--- config.mk ---
export PLATFORM = sky130hd
export DESIGN_NAME = drive_status_output_select
export DESIGN_NICKNAME = d
export VERILOG_FILES = /design/src/verilog/drive_status_pkg.sv /design/src/verilog/freq_detect.sv /design/src/verilog/item_select.sv /design/src/verilog/drive_status_output_select.sv
export SDC_FILE = /design/constraint.sdc
export NUM_CORES = 1
export LEC_CHECK = 0
export BUFFER_PORTS_ARGS = -buffer_cell sky130_fd_sc_hd__buf_4
export CORE_ASPECT_RATIO = 0.9
export CORE_UTILIZATION = 60
export CTS_CLUSTER_DIAMETER = 100
export DETAILED_ROUTE_END_ITERATION = 6
export PLACE_DENSITY = 0.82
export SLEW_MARGIN = 0
export SYNTH_ARGS = -nofsm -noshare
export SYNTH_HDL_FRONTEND = slang
export SYNTH_SLANG_ARGS = --single-unit
export TNS_END_PERCENT = 100
--- constraint.sdc ---
create_clock -name clk_i -period 11.8 [get_ports clk_i]
set_input_delay 1.18 -clock clk_i [delete_from_list [all_inputs] [get_ports clk_i]]
set_output_delay 1.18 -clock clk_i [all_outputs]
set_load 0.05 [all_outputs]
--- src/verilog/drive_status_pkg.sv ---
package drive_status_pkg;

	// ==========================================================
	// widths
	localparam int DATA_W = 32;
	localparam int ADDR_W = 4;
	localparam int FREQ_W = 16;
	localparam int SEL_W = 5;
	localparam int NUM_COND = 18;
	localparam int MASK_W = 3;
	localparam int TRY_W = 8;
	localparam int NUM_OUT = 2;
	localparam int STAT_PAD_W = 6;

	// ==========================================================
	// register offsets (word index on the plain port)
	localparam logic [ADDR_W-1:0] ADDR_TERM_SEL = 4'h0;
	localparam logic [ADDR_W-1:0] ADDR_RELAY_SEL = 4'h1;
	localparam logic [ADDR_W-1:0] ADDR_FAULT_MASK = 4'h2;
	localparam logic [ADDR_W-1:0] ADDR_DET_LEVEL = 4'h3;
	localparam logic [ADDR_W-1:0] ADDR_DET_BW = 4'h4;
	localparam logic [ADDR_W-1:0] ADDR_MAX_FREQ = 4'h5;
	localparam logic [ADDR_W-1:0] ADDR_RESTART_TRY = 4'h6;
	localparam logic [ADDR_W-1:0] ADDR_STATUS = 4'h7;

	// ==========================================================
	// reset values; frequencies in units of 0.01 Hz
	localparam logic [SEL_W-1:0] TERM_SEL_RST = 5'h0C;
	localparam logic [SEL_W-1:0] RELAY_SEL_RST = 5'h11;
	localparam logic [MASK_W-1:0] FAULT_MASK_RST = 3'h2;
	localparam logic [FREQ_W-1:0] DET_LEVEL_RST = 16'h0BB8;
	localparam logic [FREQ_W-1:0] DET_BW_RST = 16'h03E8;
	localparam logic [FREQ_W-1:0] MAX_FREQ_RST = 16'h1770;
	localparam logic [TRY_W-1:0] RESTART_TRY_RST = 8'h00;
	localparam logic [FREQ_W-1:0] FREQ_LIMIT = 16'h9C40;

	// ==========================================================
	// selection codes, also bit positions in the condition vector
	localparam int COND_AGREE = 0;
	localparam int COND_LEVEL_AGREE = 1;
	localparam int COND_WINDOW = 2;
	localparam int COND_THRESH = 3;
	localparam int COND_THRESH_INV = 4;
	localparam int COND_MOTOR_OL = 5;
	localparam int COND_DRIVE_OL = 6;
	localparam int COND_STALL = 7;
	localparam int COND_OV_TRIP = 8;
	localparam int COND_LV_TRIP = 9;
	localparam int COND_HEATSINK = 10;
	localparam int COND_CMD_LOSS = 11;
	localparam int COND_RUNNING = 12;
	localparam int COND_STOPPED = 13;
	localparam int COND_CONST_RUN = 14;
	localparam int COND_SPEED_SEARCH = 15;
	localparam int COND_WAIT_RUN = 16;
	localparam int COND_FAULT = 17;

	// fault class mask bits
	localparam int MASK_LV_BIT = 0;
	localparam int MASK_OTHER_BIT = 1;
	localparam int MASK_RESTART_BIT = 2;

	// ==========================================================
	// carriers
	typedef struct packed {
		logic motor_overload_warn;
		logic drive_overload_flag;
		logic stall_active;
		logic ov_trip;
		logic lv_trip;
		logic heatsink_overtemp_flag;
		logic other_trip;
		logic cmd_loss;
		logic run_cmd;
		logic volt_out;
		logic stopped;
		logic const_run;
		logic speed_search;
		logic wait_run;
		logic restart_active;
	} drive_status_t;

	typedef struct packed {
		logic [FREQ_W-1:0] cmd_freq;
		logic [FREQ_W-1:0] run_freq;
	} freq_in_t;

endpackage

--- src/verilog/freq_detect.sv ---
`timescale 1ns/1ns
module freq_detect (
	input wire logic clk_i,
	input wire logic sys_rst_i,
	input drive_status_pkg::freq_in_t freq_i,
	input wire logic [drive_status_pkg::FREQ_W-1:0] level_i,
	input wire logic [drive_status_pkg::FREQ_W-1:0] bw_i,
	output logic agree_o,
	output logic level_agree_o,
	output logic window_o,
	output logic threshold_o
);
	import drive_status_pkg::*;

	// ==========================================================
	// comparisons
	wire [FREQ_W-1:0] half_bw = bw_i >> 1;
	wire [FREQ_W-1:0] run = freq_i.run_freq;
	wire [FREQ_W-1:0] cmd = freq_i.cmd_freq;
	wire [FREQ_W-1:0] cmd_diff = (cmd >= run) ? cmd - run : run - cmd;
	wire [FREQ_W-1:0] lvl_diff = (level_i >= run) ? level_i - run : run - level_i;
	wire reached = run >= level_i;
	// lower edge clamps at zero so a wide band never wraps
	wire above_low = (half_bw > level_i) || (run > level_i - half_bw);
	logic thr_r;
	wire thr_nxt = reached || (thr_r && above_low);

	assign agree_o = cmd_diff <= half_bw;
	assign level_agree_o = (cmd == level_i) && agree_o;
	assign window_o = lvl_diff <= half_bw;
	assign threshold_o = thr_r;

	// hysteresis: set on reaching the level, held until falling to level minus half band
	always_ff @(posedge clk_i or posedge sys_rst_i) begin
		if (sys_rst_i) begin
			thr_r <= 1'b0;
		end else begin
			thr_r <= thr_nxt;
		end
	end
endmodule

--- src/verilog/item_select.sv ---
`timescale 1ns/1ns
module item_select (
	input wire logic clk_i,
	input wire logic sys_rst_i,
	input wire logic [drive_status_pkg::SEL_W-1:0] sel_i,
	input wire logic [drive_status_pkg::NUM_COND-1:0] cond_i,
	output logic out_o
);
	import drive_status_pkg::*;

	logic out_r;
	// codes past the last condition drive nothing rather than alias another item
	wire sel_valid = sel_i < SEL_W'(NUM_COND);
	wire pick = sel_valid ? cond_i[sel_i] : 1'b0;
	wire out_nxt = pick;

	assign out_o = out_r;

	always_ff @(posedge clk_i or posedge sys_rst_i) begin
		if (sys_rst_i) begin
			out_r <= 1'b0;
		end else begin
			out_r <= out_nxt;
		end
	end
endmodule

--- src/verilog/drive_status_output_select.sv ---
`timescale 1ns/1ns
module drive_status_output_select (
	input wire logic clk_i,
	input wire logic sys_rst_i,
	input wire logic [drive_status_pkg::ADDR_W-1:0] addr_i,
	input wire logic [drive_status_pkg::DATA_W-1:0] wdata_i,
	input wire logic wr_i,
	input wire logic rd_i,
	output logic [drive_status_pkg::DATA_W-1:0] rdata_o,
	input drive_status_pkg::freq_in_t freq_i,
	input drive_status_pkg::drive_status_t status_i,
	output logic transistor_status_output_o,
	output logic status_relay_output_o
);
	import drive_status_pkg::*;

	// ==========================================================
	// settings
	logic [SEL_W-1:0] term_sel_r;
	logic [SEL_W-1:0] relay_sel_r;
	logic [MASK_W-1:0] mask_r;
	logic [FREQ_W-1:0] level_r;
	logic [FREQ_W-1:0] bw_r;
	logic [FREQ_W-1:0] max_freq_r;
	logic [TRY_W-1:0] try_count_r;
	logic [DATA_W-1:0] rdata_r;

	// ==========================================================
	// write decode
	wire wr_term = wr_i && (addr_i == ADDR_TERM_SEL);
	wire wr_relay = wr_i && (addr_i == ADDR_RELAY_SEL);
	wire wr_mask = wr_i && (addr_i == ADDR_FAULT_MASK);
	wire wr_level = wr_i && (addr_i == ADDR_DET_LEVEL);
	wire wr_bw = wr_i && (addr_i == ADDR_DET_BW);
	wire wr_max = wr_i && (addr_i == ADDR_MAX_FREQ);
	wire wr_try = wr_i && (addr_i == ADDR_RESTART_TRY);
	wire [FREQ_W-1:0] wfreq = wdata_i[FREQ_W-1:0];
	wire upper_clear = (wdata_i[DATA_W-1:FREQ_W] == '0);
	// an out-of-range setting is dropped and the old value kept, as the keypad refuses it
	wire in_range = upper_clear && (wfreq <= FREQ_LIMIT);
	wire freq_ok = in_range && (wfreq <= max_freq_r);
	wire level_take = wr_level && freq_ok;
	wire bw_take = wr_bw && freq_ok;
	wire max_take = wr_max && in_range;

	wire [SEL_W-1:0] term_sel_nxt = wr_term ? wdata_i[SEL_W-1:0] : term_sel_r;
	wire [SEL_W-1:0] relay_sel_nxt = wr_relay ? wdata_i[SEL_W-1:0] : relay_sel_r;
	wire [MASK_W-1:0] mask_nxt = wr_mask ? wdata_i[MASK_W-1:0] : mask_r;
	wire [FREQ_W-1:0] level_nxt = level_take ? wfreq : level_r;
	wire [FREQ_W-1:0] bw_nxt = bw_take ? wfreq : bw_r;
	wire [FREQ_W-1:0] max_freq_nxt = max_take ? wfreq : max_freq_r;
	wire [TRY_W-1:0] try_count_nxt = wr_try ? wdata_i[TRY_W-1:0] : try_count_r;

	always_ff @(posedge clk_i or posedge sys_rst_i) begin
		if (sys_rst_i) begin
			term_sel_r <= TERM_SEL_RST;
			relay_sel_r <= RELAY_SEL_RST;
			mask_r <= FAULT_MASK_RST;
			level_r <= DET_LEVEL_RST;
			bw_r <= DET_BW_RST;
			max_freq_r <= MAX_FREQ_RST;
			try_count_r <= RESTART_TRY_RST;
		end else begin
			term_sel_r <= term_sel_nxt;
			relay_sel_r <= relay_sel_nxt;
			mask_r <= mask_nxt;
			level_r <= level_nxt;
			bw_r <= bw_nxt;
			max_freq_r <= max_freq_nxt;
			try_count_r <= try_count_nxt;
		end
	end

	// ==========================================================
	// frequency detection
	logic agree;
	logic level_agree;
	logic window;
	logic threshold;

	freq_detect u_freq_detect (
		.clk_i(clk_i),
		.sys_rst_i(sys_rst_i),
		.freq_i(freq_i),
		.level_i(level_r),
		.bw_i(bw_r),
		.agree_o(agree),
		.level_agree_o(level_agree),
		.window_o(window),
		.threshold_o(threshold)
	);

	// ==========================================================
	// fault class
	wire non_lv_trip = status_i.ov_trip || status_i.heatsink_overtemp_flag || status_i.other_trip;
	// restart signalling only counts once retries are configured at all
	wire restart_armed = status_i.restart_active && (try_count_r != '0);
	wire fault_lv = mask_r[MASK_LV_BIT] && status_i.lv_trip;
	wire fault_other = mask_r[MASK_OTHER_BIT] && non_lv_trip;
	wire fault_restart = mask_r[MASK_RESTART_BIT] && restart_armed;
	wire fault_active = fault_lv || fault_other || fault_restart;

	// ==========================================================
	// condition vector, indexed by selection code
	wire [NUM_COND-1:0] cond;

	assign cond[COND_AGREE] = agree;
	assign cond[COND_LEVEL_AGREE] = level_agree;
	assign cond[COND_WINDOW] = window;
	assign cond[COND_THRESH] = threshold;
	assign cond[COND_THRESH_INV] = !threshold;
	assign cond[COND_MOTOR_OL] = status_i.motor_overload_warn;
	assign cond[COND_DRIVE_OL] = status_i.drive_overload_flag;
	assign cond[COND_STALL] = status_i.stall_active;
	assign cond[COND_OV_TRIP] = status_i.ov_trip;
	assign cond[COND_LV_TRIP] = status_i.lv_trip;
	assign cond[COND_HEATSINK] = status_i.heatsink_overtemp_flag;
	assign cond[COND_CMD_LOSS] = status_i.cmd_loss;
	assign cond[COND_RUNNING] = status_i.run_cmd && status_i.volt_out;
	assign cond[COND_STOPPED] = status_i.stopped;
	assign cond[COND_CONST_RUN] = status_i.const_run;
	assign cond[COND_SPEED_SEARCH] = status_i.speed_search;
	assign cond[COND_WAIT_RUN] = status_i.wait_run;
	assign cond[COND_FAULT] = fault_active;

	// ==========================================================
	// output selectors: index 0 terminal, index 1 relay
	wire [SEL_W-1:0] sel_vec [NUM_OUT];
	wire [NUM_OUT-1:0] outs;

	assign sel_vec[0] = term_sel_r;
	assign sel_vec[1] = relay_sel_r;

	genvar gi;
	generate
		for (gi = 0; gi < NUM_OUT; gi++) begin : g_out
			item_select u_item_select (
				.clk_i(clk_i),
				.sys_rst_i(sys_rst_i),
				.sel_i(sel_vec[gi]),
				.cond_i(cond),
				.out_o(outs[gi])
			);
		end
	endgenerate

	assign transistor_status_output_o = outs[0];
	assign status_relay_output_o = outs[1];

	// ==========================================================
	// read path: data stands only in the cycle after the strobe
	wire [DATA_W-1:0] status_word = DATA_W'({outs[1], outs[0], {STAT_PAD_W{1'b0}}, cond});
	wire [DATA_W-1:0] rd_mux =
		(addr_i == ADDR_TERM_SEL) ? DATA_W'(term_sel_r) :
		(addr_i == ADDR_RELAY_SEL) ? DATA_W'(relay_sel_r) :
		(addr_i == ADDR_FAULT_MASK) ? DATA_W'(mask_r) :
		(addr_i == ADDR_DET_LEVEL) ? DATA_W'(level_r) :
		(addr_i == ADDR_DET_BW) ? DATA_W'(bw_r) :
		(addr_i == ADDR_MAX_FREQ) ? DATA_W'(max_freq_r) :
		(addr_i == ADDR_RESTART_TRY) ? DATA_W'(try_count_r) :
		(addr_i == ADDR_STATUS) ? status_word : '0;
	wire [DATA_W-1:0] rdata_nxt = rd_i ? rd_mux : '0;

	always_ff @(posedge clk_i or posedge sys_rst_i) begin
		if (sys_rst_i) begin
			rdata_r <= '0;
		end else begin
			rdata_r <= rdata_nxt;
		end
	end

	assign rdata_o = rdata_r;
endmodule

# Word-level counts from Yosys, hierarchy flattened
# Index checks and enable logic that the tools add are counted.
# Widths: inputs -> output; s select.
word_totals:
  reg_bits: 98
  latchBits: 0
  mem_bits_rw: 0
  mem_bits_ro: 0
  in_bits: 87
  output_inout_bits: 34
  memories: 0
op_classes:
  add_sub_neg: 5
  n_mul: 0
  div_mod_pow: 0
  magnitude_cmp: 13
  eq_ne: 8
  shifts: 0
  muxes: 17
  n_bitwise: 0
  n_reduce_logical: 29
op_table:
  columns: ["operator", "count"]
  rows:
  - ["$mux 26", 9]
  - ["$sub 16x16->16", 4]
  - ["$ge 16x16->1", 3]
  - ["$le 16x15->1", 2]
  - ["$mux 16", 2]
  - ["$logic_and 1x1->1", 19]
  - ["$eq 16x16->1", 1]
  - ["$eq 4x3->1 const B", 4]
  - ["$gt 15x16->1", 1]
  - ["$gt 16x16->1", 1]
  - ["$le 16x16->1", 1]
  - ["$le 16x16->1 const B", 1]
  - ["$logic_not 16->1", 1]
  - ["$sub 16x15->16", 1]
  - ["$lt 5x6->1 const B", 2]
  - ["$bmux 1 s5", 2]
  - ["$lt 5x5->1 const B", 2]
  - ["$eq 4x2->1 const B", 2]
  - ["$reduce_bool 8->1", 1]
  - ["$logic_or 1x1->1", 6]
  - ["$eq 4x1->1 const B", 1]
  - ["$logic_not 4->1", 1]
  - ["$mux 1", 4]
  - ["$logic_not 1->1", 1]

# Logic depth before layout (Yosys ltp)
# Gate-level depths: netlist of the first run.
depth:
  word_depth: 14
  depth_mapped: 22
  ltp_nobuf: 22

# Modules after synthesis
# A second synthesis of the first run with hierarchy kept.
unflattened:
  cells_unflattened: 1097
  hier_area_um2: 9990.8
modules_own_cells:
  columns: ["mod", "n_inst", "cells_each", "area_each_um2"]
  rows:
  - ["freq_detect", 1, 667, 4958.5]
  - ["drive_status_output_select", 1, 396, 4606.9]
  - ["item_select", 2, 17, 212.7]

# Worst setup path after synthesis of the first run
# Ideal clock, no wire load.
synth_path:
  path_type: "input to register"
  from: "in freq_i[0] (netlist name)"
  to: "reg g_out[1].u_item_select.out_r"
  t_arrival_ns: 5.030
  t_required_ns: 11.674
  path_slack_ns: 6.644
  stages: 21
  n_path_buf: 1
  path_cell_list: "ha_1 -> inv_1 -> fa_1 -> a211oi_1 -> nor3_1 -> o31ai_1 -> a21o_1 -> buf_4 -> mux2_2 -> o311a_1 -> o21ai_1 -> a31oi_1 -> xnor2_1 -> ha_1 -> nand3_1 -> or2_2 -> a21oi_1 -> o22ai_1 -> nand3_1 -> a41oi_1 -> a221o_1"
synth_via:
  elab_chain_cells: 7
  word_cells_on_any_way: 14
  classes_between: "4 x add/sub; 4 x order compare; 5 x mux; 1 x reduce/logical"
synth_lines:
  columns: ["item", "line", "source"]
  rows:
  - ["start: declaration", "drive_status_output_select.sv:10", "input drive_status_pkg::freq_in_t freq_i,"]
  - ["$sub 16x16->16 / $ge 16x16->1 (equally long branches)", "freq_detect.sv:20", "wire [FREQ_W-1:0] cmd_diff = (cmd >= run) ? cmd - run : run - cmd;"]
  - ["$mux 16", "freq_detect.sv:20", null]
  - ["$le 16x15->1", "freq_detect.sv:28", "assign agree_o = cmd_diff <= half_bw;"]
  - ["$logic_and 1x1->1", "freq_detect.sv:29", "assign level_agree_o = (cmd == level_i) && agree_o;"]
  - ["$bmux 1 s5 *", "item_select.sv:14", "wire pick = sel_valid ? cond_i[sel_i] : 1'b0;"]
  - ["$mux 1 (not written as such) *", "item_select.sv:14", null]
  - ["$mux 1 *", "item_select.sv:14", null]
  - ["via g_out[1].u_item_select.out_nxt", "item_select.sv:15", "wire out_nxt = pick;"]
  - ["end signal: assignment", "item_select.sv:23", "out_r <= out_nxt;"]
  - ["end: declaration", "item_select.sv:11", "logic out_r;"]
# The timed path passes the listed nets; every way through them passes the cells marked *. The select of a mux whose other input is x is not followed.
# A chain may end at the register's enable or synchronous reset.

# Final worst setup path of the first run
layout_path:
  from: "in freq_i[1] (netlist name)"
  to: "reg g_out[1].u_item_select.out_r"
# The elaborated chain is that of the path after synthesis.

==> summary.md, run 1 <==
| Metric | Value |
|---|---|
| Outcome | finished, violations left |
| Failing checks | design-rule violations |
| Most common cell after layout, fill and taps aside | ha_1 |
| First-pass GRT wire length | 44200 µm |
| Chip width | between 100 and 150 µm |
| Post-cts gate resize count | 0 |
| Worst setup margin | ~5.8 ns |
| Rows | 43 |
| Die H | between 100 and 150 µm |
| # diodes | 0 |
| I/O Pins | 121 |
| Final Net Count | between 1000 and 1500 |
| Drt first-iter violations | between 900 and 1000 |
| CP endpoint kind | register |
| CTS buffer count | 9 |
| Worst Hold Depth | 2 |
| Power per cell area | 94.49 nW/µm² |
| Netlist cell types | 73 |
| EDFF count, synth | 0 |
| Synth Area in Adders | 0.1914 |
| Synth Area in Compound Gates | 0.2110 |
| CP Launch Type | primary input |
| CTS tree | yes |
| Critical path buffers and inverters | 2 |
| Worst VDD drop | ~0.000090 V |
| Total Power | ~1.0 mW |
| Critical Path RT | 12.03 ns |
| Mapped cell area | 9677 µm² |
| Max H-tree Level | 3 |
| Async SR Flop Fraction | 1.000 |
| Input/output buffers | approximately 110 |
| Setup CP Type | in -> reg |
| Layout area overhead | 12.55% |
| Relative slew slack | 0.3719 |
| Final worst path period share | 0.5047 |
| Post-synthesis sequential area ratio | 0.2411 |
| Full die area | ~17000 µm² |
| Post-Syn Area per Cell | between 8 and 9 µm² |
| Crit-path cells | buf_4 > inv_1 > fa_1 > a211oi_1 > nor3_1 > o31ai_1 > a21o_1 > mux2_2 > o311a_1 > o21ai_1 > a31oi_1 > xnor2_1 > ha_1 > nand3_1 > or2_2 > a21oi_1 > o22ai_1 > nand3_1 > a41oi_1 > a221o_1 |
| Vias per cell | around 6.4 |
| Hold WC Path Type | reg -> reg |
| Max Root-Sink Buffers | 2 |
| Max-Cap Viols | 0 |
| Area share of xor/xnor cells in the synthesized design | 0.04797 |
| Initial antenna violation count | 0 |
| Core Area | roughly 16000 µm² |
| Worst Tran Pin Value | 0.9402 ns |
| Hold-fix buffers, CTS | 0 |
| Max Fclk | ~0.17 GHz |
| Clock-pin slew on the worst setup and hold paths | 0.06 ns |
| Top_reg_cell synth | dfrtp_1 |
| Dpl hpwl | around 23000 µm |
| Critical-path top delay cell | a21o_1 |
| Final core utilization | 0.6981 |
| CP delay by family, top | compound AO/OA/AOI/OAI gates |
| Largest net degree at the start of global routing | 71 |
| Main combinational cell family by area after synthesis | compound AO/OA/AOI/OAI gates |
| Drt total wl | approximately 29000 µm |
| Min cycle time layout | 5.956 ns |
| Clk Latency, worst-skew pair | between 0.3 and 0.4 ns |
| Layout cell share with drive strength beyond 1 | 0.2078 |
| Ys Warns | 0 |
| Critical path peak fanout | 19 |
| Fin. max-slew vios | 0 |
| Fin Clk Skew | around 0.0071 ns |
| Final setup violating endpoints | 0 |
| Initial Utilization | 0.6202 |
| Most used cell along the critical path | nand3_1 |
| Post-Syn Instances | roughly 1100 |
| DR DRC count | 3 |
| Most frequent cells in the layout | 140 x ha_1, 115 x buf_4, 111 x inv_1, 78 x a21oi_1, 71 x mux2_2 |
| Gr usage total | 0.3499 |
| Sum Neg Setup Slack | 0 ns |
| Seq cells post-synth | 92 |
| Setup Buffers After CTS | 0 |
| Clock sink total | 92 |
| CTS Root Cell | clkbuf_16 |
| R2R depth | 21 |
| Fin. Hold Viols | 0 |
| Global route total overflow | 0 |
| Simple-gate area share of the yosys netlist | 0.1186 |
| RSZ-0062 raised after global routing | false |
| Vias in the first global route | 8252 |
| Leakage power | a little over 5 nW |
| WP data arrival | ~6.2 ns |
| Initial DRT Pass Iterations | 7 |
| Final hold slack | approximately 0.53 ns |
| Max incr delay on CP | roughly 0.7 ns |
| DR vias | between 8000 and 9000 |
| Mux contribution to synthesized area | 0.1193 |
| Dpl ws | between 5 and 6 ns |
| Detail Route Antenna Nets | 0 |
| Critical path depth | 20 |
| Final Wtd Congestion | 1.003 |
| Routed len/inst | 20.83 µm |
metrics by stage:
stage | cells | cell area [µm²]
5_1_grt | 1381 | 10890
3_3_place_gp | 1365 | 10580
4_1_cts | 1381 | 10890
6_report | 1381 | 10890
3_5_place_dp | 1365 | 10580
2_1_floorplan | 1096 | 9718
layout make-up:
cell class	instances	area, µm²
clock buffers	11	252.7
clock inverters	5	58.81
fillers	1279	4711
inverters	112	421.7
multi-input cells	844	6709
flip-flops and latches	92	2333
well taps	202	252.7
repair buffers	115	863.3
metal layers:
metal / up-vias / GRT usage / wire [µm]
li1: 4121 / - / -
met5: - / 0 / 0
met3: 80 / 0.08674 / 3138
met2: 465 / 0.5128 / 12310
met4: 0 / 0.1090 / 843
met1: 4151 / 0.5030 / 12470
cell usage after synthesis (11+ instances only):
library cell  count  area share
o21ai_0          53       0.027
nor4_1           11      0.0071
inv_1           112       0.043
xor2_1           29       0.026
buf_4            16       0.012
nor2_1           52       0.020
a21oi_1          79       0.041
o21a_1           16       0.012
dfrtp_1          67        0.17
clkbuf_1         20      0.0078
a21o_1           36       0.028
a22oi_1          19       0.015
mux2i_1          22       0.023
nand3_1          17      0.0088
dfstp_2          25       0.068
nor3_1           17      0.0088
a211oi_1         11      0.0085
ha_1            140        0.18
nor2b_1          14      0.0091
nand4_1          16       0.010
mux2_2           71       0.083
xnor2_1          24       0.022
nand2_1          60       0.023
flip-flops by register name, indices dropped and copies added, names as in the netlist:
name	count
rdata_o	20
max_freq_r	16
level_r	16
try_count_r	8
u_freq_detect.threshold_o	1
relay_sel_r	5
mask_r	3
term_sel_r	5
g_out.u_item_select.out_o	2
bw_r	16
kinds of logic after synthesis:
group,count (synthesis)
AO/OA/AOI/OAI,306
AND/OR/NAND/NOR,229
buffers and inverters,160
adder cells (fa/ha/maj),145
multiplexers,99
flip-flops,92
XOR/XNOR,53
other,1
where the power goes:
part	leakage (nW)	switching [mW]	total, mW	internal, mW
combinational	3.83	0.205	0.356	0.151
clock	0.148	0.126	0.303	0.176
sequential	1.15	0.0307	0.371	0.340
total	5.14	0.363	1.03	0.667
worst paths after layout:
kind / start / to / slack [ns]
worst min-delay path: max_freq_r[0] / max_freq_r[0] / 0.53
worst max-delay path: freq_i[1] / g_out[1].u_item_select.out_o / 5.84
max in group asynchronous: sys_rst_i / bw_r[10] / 9.80
worst max register to register: level_r[0] / g_out[1].u_item_select.out_o / 6.17
min in group asynchronous: sys_rst_i / rdata_o[11] / 0.80
worst min register to register: max_freq_r[0] / max_freq_r[0] / 0.53
tightest hold or removal path: cells and delay by family (launching register included):
family             cells  cell delay (ns)
DFF                    1             0.38
AOI/OAI and AO/OA      1             0.06
and+or+nand+nor        1             0.06
Power figures use the tool's default switching activity.
==> run 2: changes to the inputs <==
--- a/config.mk
+++ b/config.mk
@@ -5,12 +5,13 @@
 export SDC_FILE = /design/constraint.sdc
 export NUM_CORES = 1
 export LEC_CHECK = 0
+export ABC_AREA = 1
 export BUFFER_PORTS_ARGS = -buffer_cell sky130_fd_sc_hd__buf_4
 export CORE_ASPECT_RATIO = 0.9
-export CORE_UTILIZATION = 60
+export CORE_UTILIZATION = 55
 export CTS_CLUSTER_DIAMETER = 100
 export DETAILED_ROUTE_END_ITERATION = 6
-export PLACE_DENSITY = 0.82
+export PLACE_DENSITY = 0.79
 export SLEW_MARGIN = 0
 export SYNTH_ARGS = -nofsm -noshare
 export SYNTH_HDL_FRONTEND = slang
==> constraint.sdc (replaced) <==
create_clock -name clk_i -period 5 [get_ports clk_i]
set_input_delay 0.5 -clock clk_i [delete_from_list [all_inputs] [get_ports clk_i]]
set_output_delay 0.5 -clock clk_i [all_outputs]
set_load 0.05 [all_outputs]
==> summary.md, run 2 <==
| Metric | Value |
|---|---|
| Dpl hpwl | 26620 µm |
| Area leader, netlist | ha_1 |
| DR vias | 10150 |
| WP data arrival | 4.97 ns |
| Commonest cells in the netlist | 283 x nand2_1, 235 x inv_1, 140 x ha_1 |
| Final setup violating endpoints | 0 |
| Fin Clk Skew | about 0.008 ns |
| Async SR Flop Fraction | 1.000 |
| Leakage power | between 6 and 7 nW |
| Synth top area share | 0.1733 |
| Die H | between 100 and 150 µm |
| EDFF count, synth | 0 |
| CP endpoint kind | register |
| Netlist cell types | just under 60 |
| Largest cells by area after synthesis | ha_1 17%, dfrtp_1 17%, nand2_1 11% |
| Initial Utilization | 0.5682 |
| Vias in the first global route | between 9000 and 10000 |
| Max-Cap Viols | 0 |
| Post-Syn Instances | 1417 |
| CTS tree | yes |
| Final hold slack | ~0.28 ns |
| Largest net degree at the start of global routing | a little under 50 |
| CTS Root Cell | clkbuf_16 |
| Clock-pin slew on the worst setup and hold paths | ~0.07 ns |
| Worst VDD drop | 0.0002016 V |
| Final core utilization | 0.6408 |
| Core Area | between 15000 and 20000 µm² |
| Max Fclk | between 0.2 and 0.25 GHz |
| Initial antenna violation count | 0 |
| Chip width | approximately 140 µm |
| Max reg flops | 20 |
| CP delay by family, top | simple AND/OR/NAND/NOR gates |
| Outcome | finished, violations left |
| Routed wl met2 | between 10000 and 15000 µm |
| Max H-tree Level | 3 |
| CP Launch Type | primary input |
| Vias per cell | 5.756 |
| Global route total overflow | 0 |
| DR DRC count | 1 |
| # diodes | 0 |
| Hold WC Path Type | in -> async |
| Layout area overhead | 12.76% |
| Final Wtd Congestion | roughly 1.0 |
| Final Net Count | 1751 |
| Worst Tran Pin Value | ~0.83 ns |
| Clock sink total | a little over 90 |
| Count leader, synth | nand2_1 |
| Max Root-Sink Buffers | 2 |
| Critical path buffers and inverters | 6 |
| Detail Route Antenna Nets | 0 |
| Post-synthesis sequential area ratio | 0.2309 |
| Hold-fix buffers, CTS | 0 |
| Critical-path top delay cell | nor3_1 |
| Gr usage total | 0.3428 |
| Setup CP Type | in -> reg |
| Post-Syn Area per Cell | 7.132 µm² |
| Highest metal used | met4 |
| Top_reg_cell synth | dfrtp_1 |
| Sum Neg Setup Slack | 0 ns |
| I/O Pins | 121 |
| Met3 wire len | 3121 µm |
| Max incr delay on CP | about 0.46 ns |
| Seq cells post-synth | 92 |
| Fin. Hold Viols | 0 |
| RSZ-0062 raised after global routing | false |
| Ys Warns | 0 |
| Full die area | 18920 µm² |
| Most common cell after layout, fill and taps aside | nand2_1 |
| Relative slew slack | 0.4477 |
| Routed len/inst | between 15 and 20 µm |
| Final worst path period share | 0.9444 |
| Clk Latency, worst-skew pair | ~0.35 ns |
| Layout cell share with drive strength beyond 1 | 0.1391 |
| Rows | 46 |
| Drt total wl | 32090 µm |
| Power per cell area | 209.0 nW/µm² |
| Drt first-iter violations | between 1000 and 1500 |
| Failing checks | design-rule violations |
| Most used cell along the critical path | nand2_1 |
| CTS buffer count | 9 |
| Initial DRT Pass Iterations | 7 |
| Most frequent cells in the layout | 283 x nand2_1, 234 x inv_1, 140 x ha_1, 138 x a21oi_1, 117 x buf_4 |
| Mapped cell area | between 10000 and 15000 µm² |
| WL met1 | 14750 µm |
| First-pass GRT wire length | approximately 49000 µm |
| Setup Buffers After CTS | 0 |
| Post-cts gate resize count | 0 |
| Critical path peak fanout | 18 |
| Critical Path RT | approximately 5.3 ns |
| Input/output buffers | approximately 110 |
| Fin. max-slew vios | 0 |
| Min cycle time layout | 4.722 ns |
==> run 2: changes by cell type in the layout (fill, tap and decap cells not counted), sizes merged, moves of 43 or more <==
cell / change
nand2: +238
o21ai: +50
a21oi: +62
mux2: -67
inv: +132
nor2: +43
==> run 2: report_power, final <==
part           switching (mW)  internal [mW]
logic                   0.525          0.289
clock network           0.304          0.403
registers              0.0618          0.799
total                   0.890           1.49
==> run 2: cell type report <==
cell class / instances / area, µm²
multi-input cells: 1054 / 6658
fillers: 1640 / 6389
flip-flops and latches: 92 / 2333
inverters: 245 / 920.9
repair buffers: 117 / 878.3
well taps: 240 / 300.3
clock buffers: 11 / 242.7
clock inverters: 5 / 62.56
==> run 2: stage by stage <==
stage	area [µm²]	total power [mW]	cells	setup WS (ns)
final	11400	2.382	1764	0.2781
after CTS	11400	2.364	1764	0.5309
after floorplan	10150	1.409	1428	1.343
after detailed placement	11090	1.663	1748	0.2649
after global placement	11090	1.659	1748	0.2704
after global routing	11400	2.509	1764	0.04960
==> run 2: final timing paths <==
check / startpoint / end / slack [ns] / depth (start not counted)
max: freq_i[6] / rdata_o[0] / 0.28 / 31
max reg2reg: level_r[0] / g_out[0].u_item_select.out_o / 0.63 / 29
min reg2reg: max_freq_r[13] / max_freq_r[13] / 0.49 / 2
max in group asynchronous: sys_rst_i / term_sel_r[1] / 3.63 / 3
min in group clk_i: status_i[1] / rdata_o[16] / 0.38 / 3
min: sys_rst_i / rdata_o[14] / 0.28 / 2
==> run 2: kinds of logic after synthesis <==
| logic type | synth area share |
|---|---|
| muxes | 0.006438 |
| and+or+nand+nor | 0.2173 |
| other | 0.0003711 |
| buffers and inverters | 0.1144 |
| AOI/OAI and AO/OA | 0.2014 |
| xor gates and xnor gates | 0.04593 |
| DFF | 0.2309 |
| adders and majority gates | 0.1832 |
==> run 2: routing by layer <==
metal	global-route usage	vias up
li1	-	4887
met1	0.4998	4667
met2	0.5054	528
met3	0.07106	71
met4	0.1022	0
met5	0	-
==> run 2: worst reg2reg max path: cells and delay by family, from the launching register on <==
kind	cells	cell delay (ns)
buf+inv	7	0.64
xor+xnor	1	0.18
flops	1	0.41
simple gates	13	1.35
fa+ha+maj	3	0.85
compound gates	5	0.84
